File: config.mk
export PLATFORM = sky130hd
export DESIGN_NAME = laser_fault_ctrl
export DESIGN_NICKNAME = d
export VERILOG_FILES = /design/src/laser_fault_pkg.sv /design/src/fault_lock_if.sv /design/src/fault_lock.sv /design/src/laser_fault_ctrl.sv
export SDC_FILE = /design/constraint.sdc
export NUM_CORES = 1
export LEC_CHECK = 0
export BUFFER_PORTS_ARGS = -buffer_cell sky130_fd_sc_hd__buf_2
export CORE_ASPECT_RATIO = 0.75
export CORE_MARGIN = 8
export CORE_UTILIZATION = 56
export DETAILED_ROUTE_END_ITERATION = 6
export HOLD_SLACK_MARGIN = 0.05
export PLACE_DENSITY = 0.81
export SETUP_SLACK_MARGIN = 0.1
export SLEW_MARGIN = 30
export SYNTH_ARGS = -nofsm -noshare
export SYNTH_HDL_FRONTEND = slang
export SYNTH_SLANG_ARGS = --single-unit
File: constraint.sdc
create_clock -name sys_clk_i -period 2.6 [get_ports sys_clk_i]
set_clock_uncertainty 0.2 [all_clocks]
set_input_delay 0.39 -clock sys_clk_i [delete_from_list [all_inputs] [get_ports sys_clk_i]]
set_output_delay 0.39 -clock sys_clk_i [all_outputs]
set_load 0.05 [all_outputs]
File: src/laser_fault_pkg.sv
package laser_fault_pkg;
  // command codes of the serial register interface
  localparam logic [7:0]  CMD_FAULT_SETUP = 8'h13;
  localparam logic [7:0]  CMD_BIAS_SET    = 8'h20;
  localparam logic [7:0]  CMD_MOD_SET     = 8'h21;
  localparam logic [7:0]  CMD_SYS_SETUP   = 8'h22;

  localparam int          DAC_W           = 16;
  localparam int          SETUP_W         = 12;
  localparam logic [11:0] SETUP_RESET     = 12'h4e7;
  localparam logic        SOFT_EN_RESET   = 1'b1;

  // field positions inside fault_handling_setup; BIT_SOFT_EN is in the system setup word
  localparam int BIT_REP_LOCK    = 11;
  localparam int BIT_FAST_RESUME = 10;
  localparam int BIT_DRV_HI      = 9;
  localparam int BIT_DRV_LO      = 8;
  localparam int BIT_LOOP_EN     = 7;
  localparam int BIT_AUTO_SD     = 6;
  localparam int BIT_POLARITY    = 5;
  localparam int BIT_OVERRIDE    = 4;
  localparam int BIT_FORCE       = 3;
  localparam int BIT_OVER_PWR    = 2;
  localparam int BIT_UNDER_PWR   = 1;
  localparam int BIT_OVER_CUR    = 0;
  localparam int BIT_SOFT_EN     = 0;

  // synchroniser lanes
  localparam int SYN_PIN = 0;
  localparam int SYN_OC  = 1;
  localparam int SYN_UP  = 2;
  localparam int SYN_OP  = 3;

  localparam logic [1:0] DRV_OPEN_DRAIN = 2'h0;
  localparam logic [1:0] DRV_PULL_WEAK  = 2'h1;
  localparam logic [1:0] DRV_PULL_STRONG = 2'h2;
  localparam logic [1:0] DRV_PUSH_PULL  = 2'h3;

  localparam int CLK_HZ         = 40_000_000;
  localparam int LOCK_WINDOW_MS = 25;
  localparam int LOCK_CYCLES    = LOCK_WINDOW_MS * (CLK_HZ / 1000);
  localparam int LOCK_CNT_W     = 20;

  typedef enum logic [1:0] {
    LK_IDLE   = 2'h0,
    LK_ONCE   = 2'h1,
    LK_WATCH  = 2'h3,
    LK_LOCKED = 2'h2
  } lock_state_t;
endpackage : laser_fault_pkg

File: src/fault_lock_if.sv
`timescale 1ns/1ps
interface fault_lock_if;
  logic fault_evt;
  logic tx_on;
  logic lock_en;
  logic locked;
  logic faulted_once;
  modport ctrl (output fault_evt, output tx_on, output lock_en,
                input locked, input faulted_once);
  modport lock (input fault_evt, input tx_on, input lock_en,
                output locked, output faulted_once);
endinterface : fault_lock_if

File: src/fault_lock.sv
`timescale 1ns/1ps
module fault_lock
  import laser_fault_pkg::*;
#(
  parameter int LOCK_CYC = LOCK_CYCLES
) (
  input  wire logic   sys_clk_i,
  input  wire logic   nrst_i,
  fault_lock_if.lock  lk
);
  typedef struct packed {
    lock_state_t           st;
    logic                  tx_prev;
    logic [LOCK_CNT_W-1:0] cnt;
  } lock_regs_t;

  localparam logic [LOCK_CNT_W-1:0] CNT_LAST = LOCK_CNT_W'(LOCK_CYC - 1);

  lock_regs_t r_reg;
  lock_regs_t r_next;

  always_comb begin
    r_next         = r_reg;
    r_next.tx_prev = lk.tx_on;
    case (r_reg.st)
      LK_IDLE: begin
        if (lk.lock_en && lk.fault_evt) begin
          r_next.st = LK_ONCE;
        end
      end
      LK_ONCE: begin
        // the single permitted clear: a fresh enable edge
        if (lk.tx_on && !r_reg.tx_prev) begin
          r_next.st  = LK_WATCH;
          r_next.cnt = '0;
        end
      end
      LK_WATCH: begin
        r_next.cnt = r_reg.cnt + 1'b1;
        if (lk.fault_evt) begin
          r_next.st = LK_LOCKED;
        end else if (r_reg.cnt == CNT_LAST) begin
          r_next.st = LK_IDLE;
        end
      end
      LK_LOCKED: r_next.st = LK_LOCKED; // only power cycling leaves here
      default:   r_next.st = LK_IDLE;
    endcase
    if (!lk.lock_en && r_reg.st != LK_LOCKED) begin
      r_next.st = LK_IDLE;
    end
  end

  always_ff @(posedge sys_clk_i) begin
    if (!nrst_i) begin
      r_reg <= '0;
    end else begin
      r_reg <= r_next;
    end
  end

  assign lk.locked       = (r_reg.st == LK_LOCKED);
  assign lk.faulted_once = (r_reg.st == LK_ONCE) || (r_reg.st == LK_WATCH);
endmodule : fault_lock

File: src/laser_fault_ctrl.sv
`timescale 1ns/1ps
// Operation
// - lock bit: second fault within 25ms locks off
// - lock clear: unlimited fault clear attempts
// - no fast resume: servo values zeroed when disabled
// - fast resume: retained servo values loaded on enable with loop on
// - drive select picks open drain, pullups, push-pull
// - loop off: host writes current settings
// - loop on: loop overwrites current settings
// - auto shutdown off: keep driving after fault
// - auto shutdown on: fault disables transmitter
// - polarity bit selects alarm active level
// - no override: fault drives alarm active
// - override: faults latched, alarm ignores them and follows the force bit
// - force bit sets alarm level under override
// - overpower detection gated by enable bit
// - underpower detection gated by enable bit
// - overcurrent detection gated by enable bit
// - enabled needs pin, soft bit, no lock, and no fault when auto shutdown is on
// - quiet 25ms after re-enable clears first fault
module laser_fault_ctrl
  import laser_fault_pkg::*;
#(
  parameter int LOCK_CYC = LOCK_CYCLES
) (
  input  wire logic             sys_clk_i,
  input  wire logic             nrst_i,
  input  wire logic             tx_en_pin_i,
  input  wire logic             over_power_i,
  input  wire logic             under_power_i,
  input  wire logic             over_current_i,
  input  wire logic [DAC_W-1:0] loop_bias_i,
  input  wire logic [DAC_W-1:0] loop_mod_i,
  input  wire logic [7:0]       cmd_code_i,
  input  wire logic             cmd_wr_i,
  input  wire logic             cmd_rd_i,
  input  wire logic [15:0]      cmd_wdata_i,
  output logic [15:0]           cmd_rdata_o,
  output logic                  cmd_rvalid_o,
  output logic                  tx_enabled_o,
  output logic [DAC_W-1:0]      bias_current_setting_o,
  output logic [DAC_W-1:0]      modulation_current_setting_o,
  output logic                  faulted_o,
  output logic                  faulted_once_o,
  output logic                  faulted_twice_o,
  output logic                  alarm_out_o,
  output logic                  alarm_oe_n_o,
  output logic                  alarm_weak_pullup_o,
  output logic                  alarm_strong_pullup_o
);
  typedef struct packed {
    logic [3:0]         syn1;
    logic [3:0]         syn2;
    logic [SETUP_W-1:0] setup;
    logic               soft_en;
    logic               tx_on;
    logic               faulted;
    logic [DAC_W-1:0]   bias;
    logic [DAC_W-1:0]   modc;
    logic [DAC_W-1:0]   servo_bias;
    logic [DAC_W-1:0]   servo_mod;
    logic [15:0]        rdata;
    logic               rvalid;
    logic               alarm_out;
    logic               alarm_oe_n;
    logic               pu_weak;
    logic               pu_strong;
  } ctrl_regs_t;

  ctrl_regs_t r_reg;
  ctrl_regs_t r_next;

  fault_lock_if lk ();

  logic       pin_en;
  logic [2:0] det;
  logic       fault_evt;
  logic       want_on;
  logic [1:0] drv;
  logic       alarm_act;
  logic       alarm_lvl;

  assign pin_en = r_reg.syn2[SYN_PIN];
  assign det    = r_reg.syn2[SYN_OP:SYN_OC] &
                  {r_reg.setup[BIT_OVER_PWR],
                   r_reg.setup[BIT_UNDER_PWR],
                   r_reg.setup[BIT_OVER_CUR]};
  assign fault_evt = |det;
  // host turns the laser off by pin or soft bit
  assign want_on = pin_en && r_reg.soft_en;
  assign drv     = r_reg.setup[BIT_DRV_HI:BIT_DRV_LO];

  assign lk.fault_evt = fault_evt;
  assign lk.tx_on     = r_reg.tx_on;
  assign lk.lock_en   = r_reg.setup[BIT_REP_LOCK];

  // lock sequencing sits apart so a test can shorten its window
  fault_lock #(
    .LOCK_CYC (LOCK_CYC)
  ) u_lock (
    .sys_clk_i (sys_clk_i),
    .nrst_i    (nrst_i),
    .lk        (lk.lock)
  );

  always_comb begin
    r_next      = r_reg;
    alarm_act   = 1'b0;
    alarm_lvl   = 1'b0;
    // pin and detectors are asynchronous: two stages before use
    r_next.syn1 = {over_power_i, under_power_i, over_current_i, tx_en_pin_i};
    r_next.syn2 = r_reg.syn1;

    // fault latch: a new fault wins over the host's clear
    if (fault_evt) begin
      r_next.faulted = 1'b1;
    end else if (!want_on && !lk.locked) begin
      r_next.faulted = 1'b0;
    end

    // auto shutdown gates only when enabled; otherwise keep driving
    r_next.tx_on = want_on && !lk.locked &&
                   !((r_next.faulted) && r_reg.setup[BIT_AUTO_SD]);

    // host writes
    if (cmd_wr_i) begin
      case (cmd_code_i)
        CMD_FAULT_SETUP: r_next.setup = cmd_wdata_i[SETUP_W-1:0];
        CMD_SYS_SETUP:   r_next.soft_en = cmd_wdata_i[BIT_SOFT_EN];
        CMD_BIAS_SET:    r_next.bias = cmd_wdata_i[DAC_W-1:0];
        CMD_MOD_SET:     r_next.modc = cmd_wdata_i[DAC_W-1:0];
        default:         r_next.rvalid = r_reg.rvalid;
      endcase
    end

    // servo copies and current settings
    if (r_reg.tx_on) begin
      if (r_reg.setup[BIT_LOOP_EN]) begin
        r_next.bias       = loop_bias_i;
        r_next.modc       = loop_mod_i;
        r_next.servo_bias = loop_bias_i;
        r_next.servo_mod  = loop_mod_i;
      end
    end else if (!r_reg.setup[BIT_FAST_RESUME]) begin
      r_next.servo_bias = '0;
      r_next.servo_mod  = '0;
    end
    if (r_next.tx_on && !r_reg.tx_on && r_reg.setup[BIT_LOOP_EN]) begin
      // restart point: zeros, or retained values under fast resume
      r_next.bias = r_next.servo_bias;
      r_next.modc = r_next.servo_mod;
    end

    // read path: one cycle behind the request
    r_next.rvalid = cmd_rd_i;
    r_next.rdata  = '0;
    if (cmd_rd_i) begin
      case (cmd_code_i)
        CMD_FAULT_SETUP: r_next.rdata = {4'h0, r_reg.setup};
        CMD_SYS_SETUP:   r_next.rdata = {15'h0000, r_reg.soft_en};
        CMD_BIAS_SET:    r_next.rdata = r_reg.bias;
        CMD_MOD_SET:     r_next.rdata = r_reg.modc;
        default:         r_next.rdata = '0;
      endcase
    end

    // alarm pin
    if (r_reg.setup[BIT_OVERRIDE]) begin
      alarm_act = r_reg.setup[BIT_FORCE];
    end else begin
      alarm_act = r_reg.faulted;
    end
    alarm_lvl = r_reg.setup[BIT_POLARITY] ? alarm_act : !alarm_act;
    r_next.pu_weak   = (drv == DRV_PULL_WEAK);
    r_next.pu_strong = (drv == DRV_PULL_STRONG);
    if (drv == DRV_PUSH_PULL) begin
      r_next.alarm_out  = alarm_lvl;
      r_next.alarm_oe_n = 1'b0;
    end else begin
      // open drain: only ever pulls low
      r_next.alarm_out  = 1'b0;
      r_next.alarm_oe_n = alarm_lvl;
    end
  end

  always_ff @(posedge sys_clk_i) begin
    if (!nrst_i) begin
      r_reg            <= '0;
      r_reg.setup      <= SETUP_RESET;
      r_reg.soft_en    <= SOFT_EN_RESET;
      r_reg.alarm_oe_n <= 1'b1;
    end else begin
      r_reg <= r_next;
    end
  end

  assign cmd_rdata_o                  = r_reg.rdata;
  assign cmd_rvalid_o                 = r_reg.rvalid;
  assign tx_enabled_o                 = r_reg.tx_on;
  assign bias_current_setting_o       = r_reg.bias;
  assign modulation_current_setting_o = r_reg.modc;
  assign faulted_o                    = r_reg.faulted;
  assign faulted_once_o               = lk.faulted_once;
  assign faulted_twice_o              = lk.locked;
  assign alarm_out_o                  = r_reg.alarm_out;
  assign alarm_oe_n_o                 = r_reg.alarm_oe_n;
  assign alarm_weak_pullup_o          = r_reg.pu_weak;
  assign alarm_strong_pullup_o        = r_reg.pu_strong;
endmodule : laser_fault_ctrl

==> reports/qor.txt, run 1 <==
Run status: finished, final reports clean
Synthesized flop and latch total: 131
Maximum cell stage delay along the critical path: 0.66 ns
Yosys synthesis warning count: 0
Placed wire-length estimate after detailed placement: 13700 um
Total global routing overflow: 0
Cells along the critical path: nand2_1, nor3_1, nand4_1, mux2i_1
Number of gates resized after cts: 0
Post-CTS setup buffer count: 0
Worst vdd ir: 422 uV
Inst Count DP: 889
Clock tree root buffer cell: clkbuf_16
Count of endpoints failing hold in the final timing report: 0
Initial antenna violation count: 1
Number of nets in the final layout: 838
Kind of path behind the tightest hold check: in -> reg
ANT nets after route: 0
Start of the worst register-to-register path: u_lock.r_reg[21]$_SDFFE_PP0P_
Async set or reset register ratio after synthesis: 0%
CTS tree: yes
Min cycle time layout: 2.22 ns
Library cell contributing the largest single delay on the critical path: nor3_1
Number of CTS-inserted buffers: 17
Via count of the first global-routing pass: 5768
Max clock buf depth: 2
Synthesized area: 6350 um^2
Total GRT Usage: 25.5%
Standard-cell rows: 33
End-of-flow core utilization: 67.9%
Count of hold buffers inserted by post-cts repair: 5
Worst setup slack after layout: 0.383 ns
Die X-Extent: 139 um
Top flip-flop cell by instance count after synthesis: dfxtp_1
Critical path start-end classification: reg -> reg
First-pass GRT wire length: 30500 um
Dominant delay contributor by cell family on the critical path: simple AND/OR/NAND/NOR gates
Worst hold margin: 0.0653 ns
Violation count after the first detailed-routing iteration: 812
Timing startpoint of the critical path: u_lock.r_reg[21]$_SDFFE_PP0P_
Areal power density over the cells: 708 nW/um^2
Highest attainable clock frequency: 0.451 GHz
Mean area per synthesized cell: 8.99 um^2
Area added between synthesis and finish: 17.5%
Clock sink count: 131
H-Tree Level Count: 4
Commonest cells after routing, fill and taps aside: dfxtp_1, buf_2, nand2_1, nor2_1, a22oi_1
Relative slew slack: 53.6%
Routed vias: 5877
Clock slew at reported path FFs: 0.06 ns
Max Slew Vio Count: 0
Maximum Capacitance Violations: 0
Y dimension of the die: 108 um
Max FFs per register: 45
Initial standard-cell utilization of the core: 57.8%
Area enclosed by the die boundary: 15000 um^2
Commonest non-fill, non-tap cell in the layout: dfxtp_1
Later-pin clock latency in the skew report: 0.42 ns
Count of mapped cells out of synthesis: 706
Vias per Instance: 6.34
Total DRC errors in the routed layout: 0
Post-DR wirelength/cell: 21.0 um
Final estimated routing congestion in global placement: 0.888
Io pins: 121
Fraction of the yosys area taken by sequential cells: 41.3%
Final Cycle Share: 85.3%
Unrepaired setup endpoints after global routing: false
Total nets after synthesis: 771
Buffers & Inverters on Critical Path: 0
Final number of setup-violating endpoints: 0
Fill cell total of the finished layout: 812
Post-route setup TNS: 0 ns
Transition at the pin with the smallest max-transition slack: 0.694 ns
First-pass iteration count of the detailed router: 5
Leakage power: 0.00326 uW
Kind of start point of the critical path: flop
Share of post-route cells with drive strength above 1: 28.1%
Worst path arrival time: 2.31 ns
Highest fanout seen on the critical path: 13
Area of the core: 11000 um^2
Post-synth EDFFs: 0
Startpoint of the lowest-slack hold path: cmd_wdata_i[0]
Number of library cell types mapped by synthesis: 48
Routed WL: 19500 um
Count of non-filler cells in the finished layout: 927
Required arrival time at the worst endpoint: 2.70 ns
Setup slack after placement: 0.331 ns
Element type at the critical path end: flop
PortBufs: 120
Pin count of the biggest net entering global routing: 43
[stage by stage]
step                area (um^2)  total power (uW)
floorplan                  6350              2470
global placement           6740              2600
detailed placement         6740              2620
CTS                        7450              5280
global route               7460              5430
finish                     7460              5280
[worst paths after layout]
path                                    to  slack, ns  depth (start not counted)
max          u_lock.r_reg[19]$_SDFFE_PN0P_       0.38                          4
min                 r_reg[87]$_SDFFE_PN1P_       0.07                          3
max reg2reg  u_lock.r_reg[19]$_SDFFE_PN0P_       0.38                          4
min reg2reg          r_reg[102]$_SDFF_PN0_       0.24                          1
[tightest hold or removal path, cell delays in order]
cell	delay (ns)
buf_2	0.13
mux2i_1	0.08
nand2_1	0.06
[Yosys cell counts, types with 2 or more instances]
library cell | number | area share (%)
and3_1 | 11 | 1.1
nand3_1 | 34 | 2.7
mux2i_1 | 42 | 6.6
mux2_2 | 42 | 7.5
buf_1 | 6 | 0.35
o21a_1 | 4 | 0.47
and2_1 | 16 | 1.6
nand2_1 | 58 | 3.4
a21o_1 | 3 | 0.35
or3_1 | 4 | 0.39
o211ai_1 | 5 | 0.59
nor4b_1 | 2 | 0.28
and3b_1 | 2 | 0.28
clkbuf_1 | 41 | 2.4
a22oi_1 | 44 | 5.2
and4_1 | 2 | 0.28
nor4b_4 | 2 | 0.75
o21ai_0 | 40 | 3.2
nor3_1 | 11 | 0.87
nand4_1 | 7 | 0.69
dfxtp_1 | 131 | 41
o311ai_0 | 2 | 0.28
nor2_1 | 55 | 3.3
inv_1 | 7 | 0.41
nor2b_1 | 5 | 0.49
a221oi_1 | 33 | 4.6
buf_2 | 5 | 0.39
or4_1 | 2 | 0.24
nand2b_1 | 5 | 0.49
a21oi_1 | 20 | 1.6
buf_4 | 48 | 5.7
[cell families (layout without fill, tap and decap cells)]
| kind of cell | after synthesis | count (layout) | synth area share [%] |
|---|---|---|---|
| buffers and inverters | 107 | 187 | 9.27 |
| adder cells (fa/ha/maj) | 1 | 1 | 0.197 |
| other | 0 | 1 | 0 |
| AND/OR/NAND/NOR | 221 | 221 | 17.5 |
| XOR/XNOR | 1 | 1 | 0.138 |
| AO/OA/AOI/OAI | 161 | 161 | 17.5 |
| multiplexers | 84 | 84 | 14.1 |
| flip-flops | 131 | 131 | 41.3 |
[per-layer routing]
metal / vias to the layer above / wire (um) / part of all wire (%) / track usage, %
met5: - / 0 / 0 / 0
met3: 56 / 2250 / 12 / 8.76
met4: 0 / 643 / 3.3 / 12.8
li1: 2658 / - / - / -
met1: 2788 / 8050 / 41 / 31.8
met2: 375 / 8510 / 44 / 39.1
[area by class of cell]
type | instances | area (um^2) | share of cell area, %
Timing Repair Buffer | 148 | 823 | 11.0
Clock buffer | 20 | 467 | 6.26
Tap cell | 140 | 175 | 2.35
Multi-Input combinational cell | 468 | 3140 | 42.1
Clock inverter | 12 | 203 | 2.72
Sequential cell | 131 | 2620 | 35.2
Inverter | 7 | 26.3 | 0.352
Antenna cell | 1 | 2.50 | 0.0336
[report_power, final]
group	total (uW)	switching, uW	internal [uW]
Clock	2690	911	1780
Combinational	490	323	167
Sequential	2100	45.7	2060
Total	5280	1280	4000
Note: power is estimated with default switching activity, not from simulation.
==> inputs of run 2 (changes only) <==
--- a/config.mk
+++ b/config.mk
@@ -8,10 +8,10 @@
 export BUFFER_PORTS_ARGS = -buffer_cell sky130_fd_sc_hd__buf_2
 export CORE_ASPECT_RATIO = 0.75
 export CORE_MARGIN = 8
-export CORE_UTILIZATION = 56
+export CORE_UTILIZATION = 50
 export DETAILED_ROUTE_END_ITERATION = 6
 export HOLD_SLACK_MARGIN = 0.05
-export PLACE_DENSITY = 0.81
+export PLACE_DENSITY = 0.76
 export SETUP_SLACK_MARGIN = 0.1
 export SLEW_MARGIN = 30
 export SYNTH_ARGS = -nofsm -noshare
==> constraint.sdc (replaced) <==
create_clock -name sys_clk_i -period 1.9 [get_ports sys_clk_i]
set_clock_uncertainty 0.2 [all_clocks]
set_input_delay 0.285 -clock sys_clk_i [delete_from_list [all_inputs] [get_ports sys_clk_i]]
set_output_delay 0.285 -clock sys_clk_i [all_outputs]
set_load 0.05 [all_outputs]
==> run 2 against run 1 <==
  * The flow now finishes with violations (setup timing)
  * Hold slack lost 0.0096 ns
  * Routed wire length grew 7.1%
  * Global-route usage shrank 1.2 points
  * Power grew 33%
  * Register-to-register slack lost 0.54 ns
  * Worst setup slack lost 0.54 ns
  * Largest cell class unchanged
  * Largest power group unchanged
==> reports/qor.txt, run 2 (synthesis gave the netlist of run 1 again) <==
Cell Area, Placed: 7050 um^2 (was 6740 um^2)
Max FFs per register: 45 (unchanged)
Pin count of the biggest net entering global routing: 34 (was 43)
Routed vias: 6180 (was 5877)
Violated checks: setup timing
Post-DR wirelength/cell: 20.6 um (was 21.0 um)
Sw power: 1710 uW (was 1280 uW)
Max clock buf depth: 2 (unchanged)
Routed WL: 20900 um (was 19500 um)
End-of-flow core utilization: 68.0% (was 67.9%)
Standard-cell rows: 35 (was 33)
Highest attainable clock frequency: 0.487 GHz (was 0.451 GHz)
Area of the core: 12300 um^2 (was 11000 um^2)
Total DRC errors in the routed layout: 0 (unchanged)
Worst r2r path cells: 7 (was 4)
Highest fanout seen on the critical path: 10 (was 13)
Count of antenna diodes in the layout: 0 (was 1)
Area added between synthesis and finish: 32.3% (was 17.5%)
Maximum Capacitance Violations: 0 (unchanged)
Max Slew Vio Count: 0 (unchanged)
Most frequent cell on the critical path: buf_4
Total GRT Usage: 24.3% (was 25.5%)
Min cycle time layout: 2.05 ns (was 2.22 ns)
Run status: complete, but fails checks (was finished, final reports clean)
Area of the multi-input gates: 3460 um^2 (was 3140 um^2)
Element type at the critical path end: flop (unchanged)
Post-route setup TNS: -2.83 ns (was 0 ns)
Y dimension of the die: 114 um (was 108 um)
Inst Count DP: 941 (was 889)
Total global routing overflow: 0 (unchanged)
Via count of the first global-routing pass: 6150 (was 5768)
Initial standard-cell utilization of the core: 51.4% (was 57.8%)
Relative contribution of sequential cells to total power: 40.9% (was 39.8%)
Leakage power: 0.00361 uW (was 0.00326 uW)
First-pass iteration count of the detailed router: 6 (was 5)
Maximum cell stage delay along the critical path: 0.39 ns (was 0.66 ns)
Worst vdd ir: 665 uV (was 422 uV)
Clock tree root buffer cell: clkbuf_16 (unchanged)
Commonest non-fill, non-tap cell in the layout: dfxtp_1 (unchanged)
Worst setup slack after layout: -0.153 ns (was 0.383 ns)
Library cell contributing the largest single delay on the critical path: a222oi_1 (was nor3_1)
Violation count after the first detailed-routing iteration: 693 (was 812)
Register cell area after layout: 2640 um^2 (was 2620 um^2)
Commonest cells after routing, fill and taps aside: dfxtp_1, buf_2, nor2_1, nand2_1, buf_4 (was dfxtp_1, buf_2, nand2_1, nor2_1, a22oi_1)
Final number of setup-violating endpoints: 32 (was 0)
Required arrival time at the worst endpoint: 2.02 ns (was 2.70 ns)
Io pins: 121 (unchanged)
Fill cell total of the finished layout: 952 (was 812)
Die X-Extent: 146 um (was 139 um)
Areal power density over the cells: 836 nW/um^2 (was 708 nW/um^2)
Final estimated routing congestion in global placement: 0.910 (was 0.888)
Later-pin clock latency in the skew report: 0.42 ns (about the same)
Count of endpoints failing hold in the final timing report: 0 (unchanged)
Count of non-filler cells in the finished layout: 1011 (was 927)
Transition at the pin with the smallest max-transition slack: 0.514 ns (was 0.694 ns)
Combinational Power Share: 11.6% (was 9.3%)
Share of post-route cells with drive strength above 1: 35.4% (was 28.1%)
Number of nets in the final layout: 900 (was 838)
Final Cycle Share: 108% (was 85.3%)
Clock sink count: 131 (unchanged)
Final design area excluding fillers: 8390 um^2 (was 7460 um^2)
First-pass GRT wire length: 32400 um (was 30500 um)
Hold depth: 4 (was 3)
Internal power: 5310 uW (was 4000 uW)
Worst path arrival time: 2.17 ns (was 2.31 ns)
Cells along the critical path: a222oi_1, buf_4, a211o_1, o211ai_1, buf_4, buf_8, a221oi_1 (was nand2_1, nor3_1, nand4_1, mux2i_1)
Vias per Instance: 6.11 (was 6.34)
CTS tree: yes (unchanged)
PortBufs: 120 (unchanged)
Kind of start point of the critical path: flop (unchanged)
Critical path start-end classification: reg -> reg (unchanged)
Area enclosed by the die boundary: 16600 um^2 (was 15000 um^2)
Relative contribution of the clock network to total power: 47.5% (was 50.9%)
ANT nets after route: 0 (unchanged)
Clock slew at reported path FFs: 0.06 ns (about the same)
Unrepaired setup endpoints after global routing: true (was false)
Switching share of total power: 24.4% (was 24.2%)
Relative slew slack: 65.4% (was 53.6%)
Kind of path behind the tightest hold check: in -> reg (unchanged)
Initial antenna violation count: 0 (was 1)
Minimum setup slack among reg-to-reg paths: -0.15 ns (was 0.38 ns)
Number of CTS-inserted buffers: 17 (unchanged)
Setup slack after placement: -0.111 ns (was 0.331 ns)
H-Tree Level Count: 4 (unchanged)
Placed wire-length estimate after detailed placement: 13900 um (was 13700 um)
[run 2: cell types whose count changed in the layout (fill, tap and decap cells not counted), moves of 6 or more]
cell,previous run,this run
buf_4,23,45
buf_12,0,6
dlygate4sd3_1,5,34
a221oi_1,33,3
a221oi_2,0,25
[run 2: metrics by stage]
stage	total power (uW)	hold slack, ns
floorplan	3380	0.210
global placement	3570	0.231
detailed placement	3590	0.223
CTS	6990	0.0535
global route	7200	0.0595
finish	7010	0.0557
[run 2: area by class of cell]
type	instances	area share [%]
clock buffer	24	5.86
clock inverter	5	1.19
sequential	131	31.4
timing repair buffer	210	17.5
multi-input combinational	468	41.3
tap	166	2.47
inverter	7	0.313
[run 2: what timing repair did]
item                       in CTS  in global routing
gates resized for setup        44                 29
setup buffers                   6                  0
hold buffers                   34                  0
setup endpoints to repair      38                 66
gates cloned                    2                  0
hold endpoints to repair       34                  0
pin swaps                      10                 18
[run 2: power by group through the flow]
stage                     Combinational (uW)  Clock, uW  Sequential, uW
after global placement                   649          0            2920
final                                    814       3330            2870
after global routing                     859       3470            2880
after floorplan                          460          0            2920
after CTS                                779       3340            2870
after detailed placement                 663          0            2930
[run 2: worst paths after layout]
path,from,to
worst max-delay path,r_reg[101]$_SDFF_PN0_,bias_current_setting_o[7]$_SDFF_PN0_
worst max register to register,r_reg[101]$_SDFF_PN0_,bias_current_setting_o[7]$_SDFF_PN0_
worst min-delay path,loop_mod_i[0],r_reg[21]$_SDFF_PN0_
worst min register to register,r_next[100]$_SDFF_PN0_,pin_en$_SDFF_PN0_
[run 2: routing by layer]
layer	track usage (%)	wire (um)
met1	30.3	8660
met2	38.8	9450
met3	6.53	2100
met4	11.4	639
met5	0	0
[run 2: worst max-delay path: cells and delay by family (launching register included)]
family	cells	cell delay, ns
compound gates	4	0.88
buf+inv	3	0.57
flops	1	0.30
